## src/sme_cfg.svh

```systemverilog
// Constants for the single-master two-wire serial engine.
// Assumes one core clock; every slower rate is derived as an enable pulse.
//
// Overview of operation
// - Transmit ack slot: one clock, store level
// - Data line released during received ack
// - Shift buffer frozen during ack clock
// - Receive ack driven from ack level bit
// - Addressing and free data formats supported
// - Bus clock is source clock divided by three
// - Source: fosc/2,4,16,32, fs/2,4, timer 3
// - Prescaler runs only when mode enables it
// - Direction bit; first byte gets own start
// - Receive releases data line, then sends ack
// - Writing shift buffer sets busy, starts transfer
// - Clearing busy generates stop condition
// - Foreign start during a byte or ack, start generation on: raises done, clears busy
// - Start: data falls while clock high
// - Stop: data rises while clock high
// - Foreign start during a byte or ack, start generation on: sets start-detected flag
// - Received data sampled on clock falling edge
`ifndef SME_CFG_SVH
`define SME_CFG_SVH

// Clock source select codes
`define SME_SRC_FOSC2   3'h0
`define SME_SRC_FOSC4   3'h1
`define SME_SRC_FOSC16  3'h2
`define SME_SRC_FOSC32  3'h3
`define SME_SRC_FS2     3'h4
`define SME_SRC_FS4     3'h5
`define SME_SRC_TMR3    3'h6

// Prescaler masks: tick when all masked counter bits are one
`define SME_PSC_W       5
`define SME_PSC_M2      5'h01
`define SME_PSC_M4      5'h03
`define SME_PSC_M16     5'h0f
`define SME_PSC_M32     5'h1f
`define SME_SUB_M2      2'h1
`define SME_SUB_M4      2'h3

// Bus clock phases: low for two ticks, high for one; the source is divided by three
`define SME_PH_LOW      2'h0
`define SME_PH_HI1      2'h1
`define SME_PH_HI2      2'h2

// Bit counting
`define SME_BIT_FULL    4'h8
`define SME_BIT_ONE     4'h1

`endif

```

## src/sme_pkg.sv

```systemverilog
// Types for the single-master two-wire serial engine.
// Assumes sme_cfg.svh supplies the numeric constants.
package sme_pkg;
    // Engine sequence states
    typedef enum logic [2:0] {
        SME_IDLE,
        SME_START_A,
        SME_START_B,
        SME_BITS,
        SME_ACK,
        SME_HOLD,
        SME_STOP_A,
        SME_STOP_B
    } sme_state_e;
endpackage

```

## src/sme_engine.sv

```systemverilog
// Single-master two-wire serial engine with its write-data FIFO.
// Assumes open-drain bus pins with external pull-ups; control bits are plain ports.
`timescale 1ns/1ps
`include "sme_cfg.svh"

module sme_fifo #(
    parameter int WIDTH = 8,
    parameter int DEPTH = 8
) (
    // Clock and reset
    input  wire logic             core_clk_i,
    input  wire logic             reset_n_i,
    // Fill side
    input  wire logic             in_valid_i,
    input  wire logic [WIDTH-1:0] in_data_i,
    output logic                  in_ready_o,
    // Drain side
    output logic                  out_valid_o,
    output logic [WIDTH-1:0]      out_data_o,
    input  wire logic             out_ready_i
);
    localparam int AW = $clog2(DEPTH);
    initial begin
        if (DEPTH < 2 || (1 << AW) != DEPTH) $error("sme_fifo: DEPTH must be a power of two");
    end
    logic [WIDTH-1:0] mem_reg [DEPTH];   // Storage words
    logic [AW:0]      wp_reg, wp_next;   // Write pointer, extra wrap bit
    logic [AW:0]      rp_reg, rp_next;   // Read pointer, extra wrap bit
    logic             push, pop;

    // Full when pointers differ only in the wrap bit
    always_comb begin
        in_ready_o  = (wp_reg[AW] == rp_reg[AW]) || (wp_reg[AW-1:0] != rp_reg[AW-1:0]);
        out_valid_o = (wp_reg != rp_reg);
        out_data_o  = mem_reg[rp_reg[AW-1:0]];
        push        = in_valid_i && in_ready_o;
        pop         = out_valid_o && out_ready_i;
        wp_next     = push ? wp_reg + 1'b1 : wp_reg;
        rp_next     = pop ? rp_reg + 1'b1 : rp_reg;
    end

    // Pointer registers
    always_ff @(posedge core_clk_i or negedge reset_n_i) begin
        if (!reset_n_i) begin
            wp_reg <= '0;
            rp_reg <= '0;
        end else begin
            wp_reg <= wp_next;
            rp_reg <= rp_next;
        end
    end

    // Storage has no reset; only written words are ever read
    always_ff @(posedge core_clk_i) begin
        if (push) begin
            mem_reg[wp_reg[AW-1:0]] <= in_data_i;
        end
    end
endmodule // sme_fifo

module sme_engine
    import sme_pkg::*;
#(
    parameter int FIFO_DEPTH = 8
) (
    // Clock and reset
    input  wire logic       core_clk_i,
    input  wire logic       reset_n_i,
    // Configuration
    input  wire logic       pin_share_select_i,
    input  wire logic       input_function_select_i,
    input  wire logic       clock_master_select_i,
    input  wire logic [2:0] clock_select_i,
    input  wire logic       prescaler_enable_i,
    input  wire logic       ack_enable_i,
    input  wire logic       direction_select_i,
    input  wire logic       start_gen_enable_i,
    input  wire logic [2:0] bit_count_i,
    input  wire logic       msb_first_i,
    // Clock source pulses from the same clock domain
    input  wire logic       sub_clk_tick_i,
    input  wire logic       timer3_tick_i,
    // Shift buffer writes (FIFO fill side)
    input  wire logic       wr_valid_i,
    input  wire logic [7:0] wr_data_i,
    output logic            wr_ready_o,
    // Ack level bit access
    input  wire logic       ack_level_wr_i,
    input  wire logic       ack_level_wdata_i,
    output logic            ack_level_o,
    // Status and control
    input  wire logic       busy_clear_i,
    input  wire logic       start_flag_clear_i,
    output logic            bus_busy_o,
    output logic            start_detected_o,
    output logic            transfer_done_irq_o,
    output logic [7:0]      rx_data_o,
    // Bus pins, open drain
    input  wire logic       sda_i,
    output logic            sda_o,
    output logic            sda_oe_o,
    input  wire logic       scl_i,
    output logic            scl_o,
    output logic            scl_oe_o,
    input  wire logic       serial_in_pin_i
);
    initial begin
        if (FIFO_DEPTH < 2) $error("sme_engine: FIFO_DEPTH too small");
    end

    // Pin synchronisers; stage one feeds stage two only
    logic [1:0] sda_sync_reg, scl_sync_reg, sin_sync_reg;
    always_ff @(posedge core_clk_i or negedge reset_n_i) begin
        if (!reset_n_i) begin
            sda_sync_reg <= 2'h3;
            scl_sync_reg <= 2'h3;
            sin_sync_reg <= 2'h3;
        end else begin
            sda_sync_reg <= {sda_sync_reg[0], sda_i};
            scl_sync_reg <= {scl_sync_reg[0], scl_i};
            sin_sync_reg <= {sin_sync_reg[0], serial_in_pin_i};
        end
    end
    logic sda_s, scl_s, data_in;
    assign sda_s   = sda_sync_reg[1];
    assign scl_s   = scl_sync_reg[1];
    assign data_in = pin_share_select_i ? sda_s : sin_sync_reg[1];

    // Write data FIFO between software and the shift buffer
    logic       fifo_valid, fifo_pop;
    logic [7:0] fifo_data;
    sme_fifo #(.WIDTH(8), .DEPTH(FIFO_DEPTH)) u_fifo (
        .core_clk_i  (core_clk_i),
        .reset_n_i   (reset_n_i),
        .in_valid_i  (wr_valid_i),
        .in_data_i   (wr_data_i),
        .in_ready_o  (wr_ready_o),
        .out_valid_o (fifo_valid),
        .out_data_o  (fifo_data),
        .out_ready_i (fifo_pop)
    );

    // Clock source group
    logic [`SME_PSC_W-1:0] psc_reg, psc_next;   // Dedicated prescaler
    logic [1:0]            sub_reg, sub_next;   // Subclock divider
    logic [1:0]            ph_reg, ph_next;     // Divide-by-three phase
    logic                  src_tick;            // Selected source pulse
    logic                  fall_tick;           // Bus clock falling edge

    // Source select and divide by three
    always_comb begin
        psc_next = prescaler_enable_i ? psc_reg + 1'b1 : '0;
        sub_next = sub_clk_tick_i ? sub_reg + 1'b1 : sub_reg;
        unique case (clock_select_i)
            `SME_SRC_FOSC2:  src_tick = prescaler_enable_i && (psc_reg & `SME_PSC_M2) == `SME_PSC_M2;
            `SME_SRC_FOSC4:  src_tick = prescaler_enable_i && (psc_reg & `SME_PSC_M4) == `SME_PSC_M4;
            `SME_SRC_FOSC16: src_tick = prescaler_enable_i && (psc_reg & `SME_PSC_M16) == `SME_PSC_M16;
            `SME_SRC_FOSC32: src_tick = prescaler_enable_i && psc_reg == `SME_PSC_M32;
            `SME_SRC_FS2:    src_tick = sub_clk_tick_i && (sub_reg & `SME_SUB_M2) == `SME_SUB_M2;
            `SME_SRC_FS4:    src_tick = sub_clk_tick_i && sub_reg == `SME_SUB_M4;
            `SME_SRC_TMR3:   src_tick = timer3_tick_i;
            default:         src_tick = 1'b0;   // Unused code stops the bus clock
        endcase
        // Clock slave is not supported; no master select, no clock
        src_tick = src_tick && clock_master_select_i;
        // three source pulses per bus clock
        ph_next = ph_reg;
        if (src_tick) begin
            ph_next = (ph_reg == `SME_PH_HI2) ? `SME_PH_LOW : ph_reg + 1'b1;
        end
        fall_tick = src_tick && ph_reg == `SME_PH_HI2;
    end

    // Clock source registers
    always_ff @(posedge core_clk_i or negedge reset_n_i) begin
        if (!reset_n_i) begin
            psc_reg <= '0;
            sub_reg <= '0;
            ph_reg  <= `SME_PH_LOW;
        end else begin
            psc_reg <= psc_next;
            sub_reg <= sub_next;
            ph_reg  <= ph_next;
        end
    end

    // Engine group
    sme_state_e st_reg, st_next;
    logic [7:0] shift_reg, shift_next;      // Transmit/receive shift buffer
    logic [3:0] bits_reg, bits_next;        // Bits left in this byte
    logic       dir_reg, dir_next;          // Latched direction, 1 = receive
    logic       busy_reg, busy_next;
    logic       stflag_reg, stflag_next;
    logic       ack_reg, ack_next;
    logic       irq_reg, irq_next;
    logic [7:0] rx_reg, rx_next;
    logic       sda_rel_reg, sda_rel_next;  // Released (high) when set
    logic       scl_rel_reg, scl_rel_next;
    logic       sda_prev_reg;               // Previous synced data level
    logic       foreign_start;

    // Falling data with clock high, seen on the synced pins
    assign foreign_start = sda_prev_reg && !sda_s && scl_s && input_function_select_i;

    // Engine sequence
    always_comb begin
        st_next      = st_reg;
        shift_next   = shift_reg;
        bits_next    = bits_reg;
        dir_next     = dir_reg;
        busy_next    = busy_reg;
        stflag_next  = stflag_reg && !start_flag_clear_i;
        ack_next     = ack_level_wr_i ? ack_level_wdata_i : ack_reg;
        irq_next     = 1'b0;
        rx_next      = rx_reg;
        sda_rel_next = sda_rel_reg;
        scl_rel_next = scl_rel_reg;
        fifo_pop     = 1'b0;
        if (busy_clear_i) begin
            busy_next = 1'b0;
        end
        unique case (st_reg)
            SME_IDLE, SME_HOLD: begin
                // write starts transfer; in HOLD only early in the low phase, so
                // a byte never starts half way through a bus clock period.
                // Limitation: a source ticking every cycle leaves no such gap
                if (fifo_valid && (st_reg == SME_IDLE
                    || (busy_reg && !busy_clear_i && ph_reg == `SME_PH_LOW && !src_tick))) begin
                    fifo_pop   = 1'b1;
                    busy_next  = 1'b1;
                    // address byte or free data alike
                    shift_next = fifo_data;
                    bits_next  = (bit_count_i == 3'h0) ? `SME_BIT_FULL : {1'b0, bit_count_i};
                    dir_next   = direction_select_i;
                    // first byte always gets a start
                    st_next    = (st_reg == SME_IDLE || start_gen_enable_i) ? SME_START_A : SME_BITS;
                end else if (st_reg == SME_HOLD && !busy_reg && src_tick) begin
                    sda_rel_next = 1'b0;
                    st_next      = SME_STOP_A;
                end
            end
            SME_START_A: begin
                // Both lines released until the next bus clock fall, then the start
                sda_rel_next = 1'b1;
                scl_rel_next = 1'b1;
                if (fall_tick) begin
                    st_next = SME_START_B;
                end
            end
            SME_START_B: begin
                sda_rel_next = 1'b0;
                if (fall_tick) begin
                    scl_rel_next = 1'b0;
                    st_next      = SME_BITS;
                end
            end
            SME_BITS: begin
                // Data moves a tick after the fall and the clock rises a tick later,
                // so data never changes with the clock high and mimics a start
                if (src_tick && ph_reg == `SME_PH_LOW) begin
                    sda_rel_next = dir_reg ? 1'b1
                                 : (msb_first_i ? shift_reg[7] : shift_reg[0]);
                end
                if (src_tick && ph_reg == `SME_PH_HI1) begin
                    scl_rel_next = 1'b1;
                end
                if (fall_tick) begin
                    scl_rel_next = 1'b0;
                    shift_next   = msb_first_i ? {shift_reg[6:0], data_in}
                                               : {data_in, shift_reg[7:1]};
                    bits_next    = bits_reg - 1'b1;
                    if (dir_reg) begin
                        rx_next = msb_first_i ? {shift_reg[6:0], data_in}
                                              : {data_in, shift_reg[7:1]};
                    end
                    if (bits_reg == `SME_BIT_ONE) begin
                        st_next  = ack_enable_i ? SME_ACK : SME_HOLD;
                        irq_next = !ack_enable_i;
                    end
                end
            end
            SME_ACK: begin
                if (src_tick && ph_reg == `SME_PH_LOW) begin
                    // released for slave ack; drive own level
                    sda_rel_next = dir_reg ? ack_reg : 1'b1;
                end
                // Clock released one tick after the data settled
                if (src_tick && ph_reg == `SME_PH_HI1) begin
                    scl_rel_next = 1'b1;
                end
                if (fall_tick) begin
                    scl_rel_next = 1'b0;
                    if (!dir_reg) begin
                        ack_next = data_in;
                    end
                    irq_next = 1'b1;
                    st_next  = SME_HOLD;
                end
            end
            SME_STOP_A: begin
                // Data held low, then the clock goes high
                if (src_tick) begin
                    scl_rel_next = 1'b1;
                    st_next      = SME_STOP_B;
                end
            end
            SME_STOP_B: begin
                if (src_tick) begin
                    sda_rel_next = 1'b1;
                    st_next      = SME_IDLE;
                end
            end
            default: st_next = SME_IDLE;
        endcase
        if (foreign_start && busy_reg && start_gen_enable_i
            && (st_reg == SME_BITS || st_reg == SME_ACK)) begin
            stflag_next  = 1'b1;
            irq_next     = 1'b1;
            busy_next    = 1'b0;
            sda_rel_next = 1'b1;
            scl_rel_next = 1'b1;
            st_next      = SME_IDLE;
        end
    end

    // Engine registers
    always_ff @(posedge core_clk_i or negedge reset_n_i) begin
        if (!reset_n_i) begin
            st_reg       <= SME_IDLE;
            shift_reg    <= 8'h00;
            bits_reg     <= 4'h0;
            dir_reg      <= 1'b0;
            busy_reg     <= 1'b0;
            stflag_reg   <= 1'b0;
            ack_reg      <= 1'b0;
            irq_reg      <= 1'b0;
            rx_reg       <= 8'h00;
            sda_rel_reg  <= 1'b1;
            scl_rel_reg  <= 1'b1;
            sda_prev_reg <= 1'b1;
        end else begin
            st_reg       <= st_next;
            shift_reg    <= shift_next;
            bits_reg     <= bits_next;
            dir_reg      <= dir_next;
            busy_reg     <= busy_next;
            stflag_reg   <= stflag_next;
            ack_reg      <= ack_next;
            irq_reg      <= irq_next;
            rx_reg       <= rx_next;
            sda_rel_reg  <= sda_rel_next;
            scl_rel_reg  <= scl_rel_next;
            sda_prev_reg <= sda_s;
        end
    end

    // Open drain: pull low only, enable while driving
    assign sda_o               = 1'b0;
    assign scl_o               = 1'b0;
    assign sda_oe_o            = !sda_rel_reg;
    assign scl_oe_o            = !scl_rel_reg;
    assign bus_busy_o          = busy_reg;
    assign start_detected_o    = stflag_reg;
    assign ack_level_o         = ack_reg;
    assign transfer_done_irq_o = irq_reg;
    assign rx_data_o           = rx_reg;

    AST_BUSY_ON_WRITE: assert property (@(posedge core_clk_i) disable iff (!reset_n_i)
        fifo_pop && !busy_clear_i |=> bus_busy_o)
        else $error("busy not set after write");
    AST_START_SHAPE: assert property (@(posedge core_clk_i) disable iff (!reset_n_i)
        st_reg == SME_START_B && $past(st_reg) == SME_START_A |-> !scl_oe_o && $past(!sda_oe_o))
        else $error("start formed with clock low");
    AST_STOP_SHAPE: assert property (@(posedge core_clk_i) disable iff (!reset_n_i)
        st_reg == SME_STOP_B && st_next == SME_IDLE |=> !sda_oe_o && !scl_oe_o)
        else $error("stop not finished with both lines high");
    AST_ACK_RELEASE: assert property (@(posedge core_clk_i) disable iff (!reset_n_i)
        st_reg == SME_ACK && !dir_reg && scl_rel_reg |-> !sda_oe_o)
        else $error("data driven in received ack slot");
    AST_ACK_FROZEN: assert property (@(posedge core_clk_i) disable iff (!reset_n_i)
        st_reg == SME_ACK ##1 st_reg == SME_ACK |-> $stable(shift_reg))
        else $error("shift buffer moved during ack");
    AST_RX_ACK_LEVEL: assert property (@(posedge core_clk_i) disable iff (!reset_n_i)
        st_reg == SME_ACK && dir_reg && scl_rel_reg |-> sda_oe_o == !ack_reg)
        else $error("wrong ack level in receive");
    AST_RX_RELEASE: assert property (@(posedge core_clk_i) disable iff (!reset_n_i)
        st_reg == SME_BITS && dir_reg && scl_rel_reg |-> !sda_oe_o)
        else $error("data driven while receiving");
    AST_ACK_STORE: assert property (@(posedge core_clk_i) disable iff (!reset_n_i)
        st_reg == SME_ACK && !dir_reg && fall_tick && !foreign_start
        |=> ack_level_o == $past(data_in) && transfer_done_irq_o)
        else $error("slave ack not stored");
    AST_FOREIGN_START: assert property (@(posedge core_clk_i) disable iff (!reset_n_i)
        foreign_start && busy_reg && start_gen_enable_i && st_reg == SME_BITS
        |=> start_detected_o && !bus_busy_o && transfer_done_irq_o ##1 !transfer_done_irq_o)
        else $error("foreign start not handled");
    AST_DIV3: assert property (@(posedge core_clk_i) disable iff (!reset_n_i)
        src_tick && ph_reg == `SME_PH_HI2 |=> ph_reg == `SME_PH_LOW)
        else $error("bus clock phase wrap wrong");
    AST_PSC_OFF: assert property (@(posedge core_clk_i) disable iff (!reset_n_i)
        !prescaler_enable_i |=> psc_reg == '0)
        else $error("prescaler ran while disabled");
endmodule // sme_engine

```

## config.mk

```make
export PLATFORM = sky130hd
export DESIGN_NAME = sme_engine
export DESIGN_NICKNAME = d
export VERILOG_FILES = /design/src/sme_pkg.sv /design/src/sme_engine.sv
export VERILOG_INCLUDE_DIRS = /design/src
export SDC_FILE = /design/constraint.sdc
export NUM_CORES = 1
export LEC_CHECK = 0
export ABC_AREA = 1
export BUFFER_PORTS_ARGS = -buffer_cell sky130_fd_sc_hd__buf_4
export CAP_MARGIN = 20
export CORE_ASPECT_RATIO = 1.1
export CORE_MARGIN = 8
export CORE_UTILIZATION = 50
export DETAILED_ROUTE_END_ITERATION = 6
export HOLD_SLACK_MARGIN = 0.15
export PLACE_DENSITY = 0.73
export SETUP_SLACK_MARGIN = 0.5
export SLEW_MARGIN = 20
export SYNTH_ARGS = -nofsm -noshare
export SYNTH_HDL_FRONTEND = slang
export SYNTH_SLANG_ARGS = --single-unit
```

## constraint.sdc

```tcl
create_clock -name core_clk_i -period 2.5 [get_ports core_clk_i]
set_clock_uncertainty 0.2 [all_clocks]
set_input_delay 0.5 -clock core_clk_i [delete_from_list [all_inputs] [get_ports core_clk_i]]
set_output_delay 0.5 -clock core_clk_i [all_outputs]
set_load 0.005 [all_outputs]
```

**After elaboration in Yosys (flattened, before gate mapping)**

Memories as Yosys holds them, arrays and structs flattened.
Index checks and enable logic that the tools add are counted.
Widths: inputs -> output; s select.

- Input port bits: 34
- Memory bits (writable): 64
- Output and inout bits: 17
- Word-level logic and storage cells: 175
- Register bits: 54
- Memories kept: 1

Memories:

| name | depth | bits a word | read ports | clocked after Yosys merged registers in | wr ports | line | text |
|---|---|---|---|---|---|---|---|
| u_fifo.mem_reg | 8 | 8 | 1 | 0 | 1 | sme_engine.sv:26 | `logic [WIDTH-1:0] mem_reg [DEPTH];` |

- Add/subtract/negate cells: 6
- Muxes and demuxes: 58
- Equality and inequality tests: 38
- Reduce and logical (&&, ||, !) cells: 52

Operators with widths:

| cell | count |
|---|---|
| $mux 1 | 32 |
| $mux 3 | 10 |
| $logic_and 1x1->1 | 25 |
| $mux 8 | 3 |
| $eq 3x3->1 const B | 7 |
| $pmux 3 s7 | 1 |
| $ne 3x3->1 const B | 6 |
| $pmux 8 s2 | 1 |
| $ne 3x2->1 const B | 5 |
| $eq 3x2->1 const B | 4 |
| $mux 4 | 3 |
| $logic_not 3->1 | 3 |
| $add 4x1->4 const B | 2 |
| $logic_not 1->1 | 8 |
| $pmux 4 s2 | 1 |
| $reduce_and 8->1 | 1 |
| $pmux 1 s7 | 1 |
| $reduce_bool 7->1 | 1 |
| $eq 2x2->1 const B | 3 |
| $eq 3x1->1 const B | 2 |
| $pmux 1 s6 | 1 |
| $reduce_and 3->1 | 2 |
| $reduce_and 6->1 | 1 |
| $add 5x1->5 const B | 1 |
| other kinds (23) | 30 |

**Longest topological paths before layout**

- Depth after elaboration: 11
- Gate-level depth with buffers: 16
- Mapped depth without buffers: 16

**Hierarchy**

A second synthesis with hierarchy kept.

- Cells, all modules: 608
- Area, all modules: 5773.0 um^2

By module, submodules not included:

| module | seq. area each (um^2) | times used | cells each | area an instance (um^2) |
|---|---|---|---|---|
| sme_fifo | 2122.0 | 1 | 263 | 3074.2 |
| sme_engine | 1162.4 | 1 | 345 | 2698.8 |

**Least setup slack after synthesis**

No wires, ideal clock.

- Kind: reg-to-reg
- From: register u_fifo.rp_reg[1]
- To: memory u_fifo.mem_reg[0][0], enable pin
- Library setup time: 0.370 ns
- Clock period less this slack: 2.207 ns
- Buffers on the path: 1
- Path slack: 0.293 ns
- Required time: 1.930 ns
- Stages on the path, launching flop included: 8
- Arrival: 1.637 ns
- Cell sequence: dfrtp_1 > buf_2 > xor2_1 > nor3_1 > nand2_1 > nand2_1 > or2_2 > nor2_1

- Word-level cells in the longest chain between the ends: 5

Ends and longest elaborated chain:

| item | line | text |
|---|---|---|
| start: declaration | sme_engine.sv:28 | `logic [AW:0] rp_reg, rp_next;` |
| start signal: assignment | sme_engine.sv:49 | `rp_reg <= rp_next;` |
| $ne 3x3->1 | sme_engine.sv:33 | `in_ready_o = (wp_reg[AW] == rp_reg[AW]) \|\| (wp_reg[AW-1:0] != rp_reg[AW-1:0]);` |
| $logic_or 1x1->1 | sme_engine.sv:33 |  |
| via wr_ready_o | sme_engine.sv:86 | `output logic wr_ready_o,` |
| $logic_and 1x1->1 | sme_engine.sv:36 | `push = in_valid_i && in_ready_o;` |
| $mux 1 | sme_engine.sv:55 | `if (push) begin` |
| $mux 1 (implied by the code) | sme_engine.sv:56 | `mem_reg[wp_reg[AW-1:0]] <= in_data_i;` |
| end: declaration | sme_engine.sv:26 |  |

The timed path passes the listed nets, and every way through them passes these cells.

**Worst setup path after layout**

- From: register u_fifo.rp_reg[0]
- To: output port wr_ready_o

- Word-level cells in the longest chain between the ends: 2

Ends and longest elaborated chain:

| item | line |
|---|---|
| $ne 3x3->1 | sme_engine.sv:33 |
| $logic_or 1x1->1 | sme_engine.sv:33 |
| end: declaration | sme_engine.sv:86 |

Every way passes these cells.

==> flow_summary_export.csv <==
group,metric,value,unit
critical_path,path_depth,5,
global_routing,grt_max_degree,55,
clocking,cts.clk_slew.worst_paths,60,ps
critical_path,r2r_end,"st_reg[1]",
placed_design,place_congestion,0.840,
cells_and_area,stdcell_count,825,
critical_path,crit_type,"flip-flop to output pin",
global_routing,antenna_found_initial,0,
yosys,synth_top_family_by_area,"simple AND/OR/NAND/NOR gates",
yosys,synth_mux_area_share,0,%
yosys,netlist_instances,569,
detailed_routing,first_pass_iters,4,
critical_path,ff2ff_path_depth,15,
critical_path,r2r-start,"psc_reg[0]",
power,vdd_drop_max,0.637,mV
yosys,avgSynthCellArea,9.77,sq um
detailed_routing,drc,0,
sta,slew_viol_final,0,
sta,grt_setup_unrepaired,"yes",
floorplanning,pin_count,51,
cells_and_area,diodes,0,
detailed_routing,ant_nets,0,
critical_path,endpoint,"wr_ready_o",
floorplanning,num_rows,40,
critical_path,crit_chain,"xor2_1 -> nor3_2 -> nand2_1 -> buf_6 -> buf_6",
job,cap_violations,0,
cells_and_area,area_growth,32.8,%
power,comb_power_share,40.5,%
power,power_per_cell_area,1190,mW/mm^2
power,p_seq_share,32.0,%
floorplanning,die_w,117,microns
sta,finalSetupViolations,0,
critical_path,crit_path_end_kind,"output pin",
critical_path,cp.arrival,1560,ps
placed_design,port_buffers,48,
global_routing,track_usage,18.4,%
clocking,htree_levels,4,
sta,min_period,2260,ps
power,power.leakage,3.22,nW
power,p_switching,3.45,mW
placed_design,dp_hpwl,7970,microns
critical_path,path_buf_inv,2,
yosys,synth.cell_area,0.00556,sq mm
yosys,yosysWarnings,0,
critical_path,crit_start,"u_fifo.rp_reg[0]",
clocking,insertion_delay,410,ps
detailed_routing,vias_per_cell,5.26,
floorplanning,die_area,0.0148,sq mm
global_routing,grt_pass1_vias,4356,
critical_path,worstPathMaxFanout,3,
detailed_routing,num_vias,4336,
global_routing,overflow,0,
clocking,clock_sinks,118,
sta,hold_violations,0,
floorplanning,core,0.0109,sq mm
power,swShare,39.1,%
yosys,synth_compound_area_share,12.3,%
outcome,status,"finished, final reports clean",
detailed_routing,initialDrtViolationCount,304,
yosys,yosys.area_share.simple,18.2,%
cells_and_area,layout.nets,706,
detailed_routing,wire_per_inst,16.3,microns
yosys,synth_adder_area_share,1.57,%
min_path,min_path_type,"flip-flop to flip-flop",
sta,timing.setup.tns,0,ps
critical_path,r2r_setup_slack,290,ps
critical_path,critical-path-top-delay-family,"flip-flops",
clocking,cts_made_buffers,17,
placed_design,place_inst,753,
cells_and_area,largest_register_ffs,64,
critical_path,slowest_delay,410,ps
clocking,cts_root_buffer,"clkbuf_16",
sta,max_freq,0.443,GHz
yosys,synth.ff_latch_count,118,
yosys,synth_xor_area_share,1.89,%
detailed_routing,routed_wl,13400,microns
clocking,cts_max_path_buffers,2,
sta,tightest_slew,683,ps
global_routing,grt_pass1_wl,21000,microns
critical_path,startpoint_type,"flip-flop",
sta,fin_crit_sh,90.3,%
floorplanning,start_util,51.0,%
min_path,hold_depth,0,
yosys,synth_cell_type_count,38,
cells_and_area,drive_above_1_share,30.2,%
critical_path,worst_path_most_repeated_cell,"buf_6",
sta,relSlewSlack,54.4,%
power,p_int,5.36,mW
yosys,ys_seq_area_share,59.1,%
power,clkPwrFrac,27.5,%
floorplanning,fp.dieH,127,microns
critical_path,critPathSlowestCell,"dfrtp_1",
critical_path,cp.required,1800,ps
clocking,cts_tree,"done",
worst reg2reg max path: stages, from the launching register on:
cell and delay [ps]:
dfrtp_1 400, ha_4 160, nand2_1 50, nor2_1 90, ha_2 180, o21ai_2 70
a21oi_4 210, nand2_4 100, buf_6 130, nand2_2 60, nor2_1 70, nor2_4 130
nand2_2 70, nor2_4 100, nand2_1 60, nand2_1 80
metrics by stage:
stage	power (mW)	area, sq um	utilization, %	hold slack [ps]	setup WS, ps
6_report	8.81	7380	67.7	155	244
5_1_grt	9.31	7380	67.7	163	170
4_1_cts	8.48	7180	65.8	155	255
3_5_place_dp	5.67	6060	55.5	147	166
3_3_place_gp	5.55	6060	55.5	147	252
2_1_floorplan	4.90	5580	-	4.41	422
cell usage after synthesis:
| cell type | n | share of area, % |
|---|---|---|
| a21oi_1 | 17 | 1.5 |
| a21oi_2 | 3 | 0.47 |
| a31oi_1 | 3 | 0.34 |
| buf_12 | 1 | 0.36 |
| buf_2 | 4 | 0.36 |
| buf_4 | 4 | 0.54 |
| buf_6 | 3 | 0.61 |
| clkbuf_1 | 10 | 0.67 |
| clkinv_1 | 1 | 0.067 |
| conb_1 | 1 | 0.067 |
| dfrtp_1 | 45 | 20 |
| dfstp_2 | 9 | 4.3 |
| edfxtp_1 | 64 | 35 |
| ha_1 | 7 | 1.6 |
| inv_1 | 59 | 4.0 |
| inv_2 | 4 | 0.27 |
| inv_4 | 1 | 0.11 |
| nand2_1 | 103 | 7.0 |
| nand2_2 | 5 | 0.56 |
| nand2_4 | 4 | 0.81 |
| nand3_1 | 23 | 2.1 |
| nand3_2 | 1 | 0.18 |
| nand3_4 | 1 | 0.32 |
| nand4_1 | 3 | 0.34 |
| nor2_1 | 69 | 4.7 |
| nor2_2 | 4 | 0.45 |
| nor2_8 | 2 | 0.72 |
| nor3_1 | 4 | 0.36 |
| nor3_2 | 1 | 0.18 |
| nor4_1 | 1 | 0.11 |
| o21ai_0 | 65 | 5.8 |
| o21ai_1 | 1 | 0.090 |
| o21ai_2 | 14 | 2.2 |
| o22ai_1 | 16 | 1.8 |
| or2_0 | 1 | 0.11 |
| or2_2 | 3 | 0.34 |
| xnor2_1 | 1 | 0.16 |
| xor2_1 | 11 | 1.7 |
cells in the final DEF, fill, tap and decap left out, drive strengths merged, types with 7 or more instances in the layout:
cell type,synthesis,final
a21oi,20,20
buf,12,77
clkbuf,10,18
dfrtp,45,45
dfstp,9,9
dlygate4sd3,0,17
edfxtp,64,64
ha,7,7
inv,64,70
nand2,112,115
nand3,25,25
nor2,75,76
o21ai,80,80
o22ai,16,16
xor2,11,11
worst min path at each step:
stage / startpoint / end / slack, ps
final: sda_sync_reg[0] / sda_sync_reg[1] / 150
after floorplan: reset_n_i / ack_level_o / 4
after CTS: sda_sync_reg[0] / sda_sync_reg[1] / 160
after global routing: sin_sync_reg[0] / sin_sync_reg[1] / 160
after detailed placement: sda_sync_reg[0] / sda_sync_reg[1] / 150
after global placement: scl_sync_reg[0] / scl_sync_reg[1] / 150
power by group through the flow:
stage	registers [mW]	clock network, mW	logic (mW)
floorplan	2.76	0	2.14
global placement	2.83	0	2.72
detailed placement	2.85	0	2.82
CTS	2.81	2.44	3.23
global route	2.86	2.55	3.90
finish	2.82	2.42	3.57
area by class of cell:
cell class | count | area (sq um)
clock inverter | 14 | 163
sequential | 118 | 3280
inverter | 65 | 254
clock buffer | 18 | 429
fill | 798 | 3530
multi-input combinational | 369 | 2230
timing repair buffer | 94 | 843
tap | 147 | 184
repair_timing:
action / in CTS / in global routing
hold buffers: 17 / 0
hold endpoints to repair: 119 / 0
gates cloned: 4 / 0
gates resized for setup: 53 / 36
pin swaps: 13 / 11
setup buffers: 15 / 4
setup endpoints to repair: 96 / 98
layer usage:
layer	GRT usage (%)	vias up	wire length, microns
li1	-	2091	-
met1	22.0	2097	5500
met2	30.6	127	7020
met3	4.75	21	673
met4	7.47	0	249
met5	0	-	0
logic make-up (layout without fill, tap and decap cells):
family | Yosys count | after routing
compound gates | 119 | 119
simple gates | 225 | 229
xor+xnor | 12 | 12
buf+inv | 87 | 191
other cells | 1 | 2
flops | 118 | 118
fa+ha+maj | 7 | 7
No activity file was read; power rests on OpenSTA's default activity.
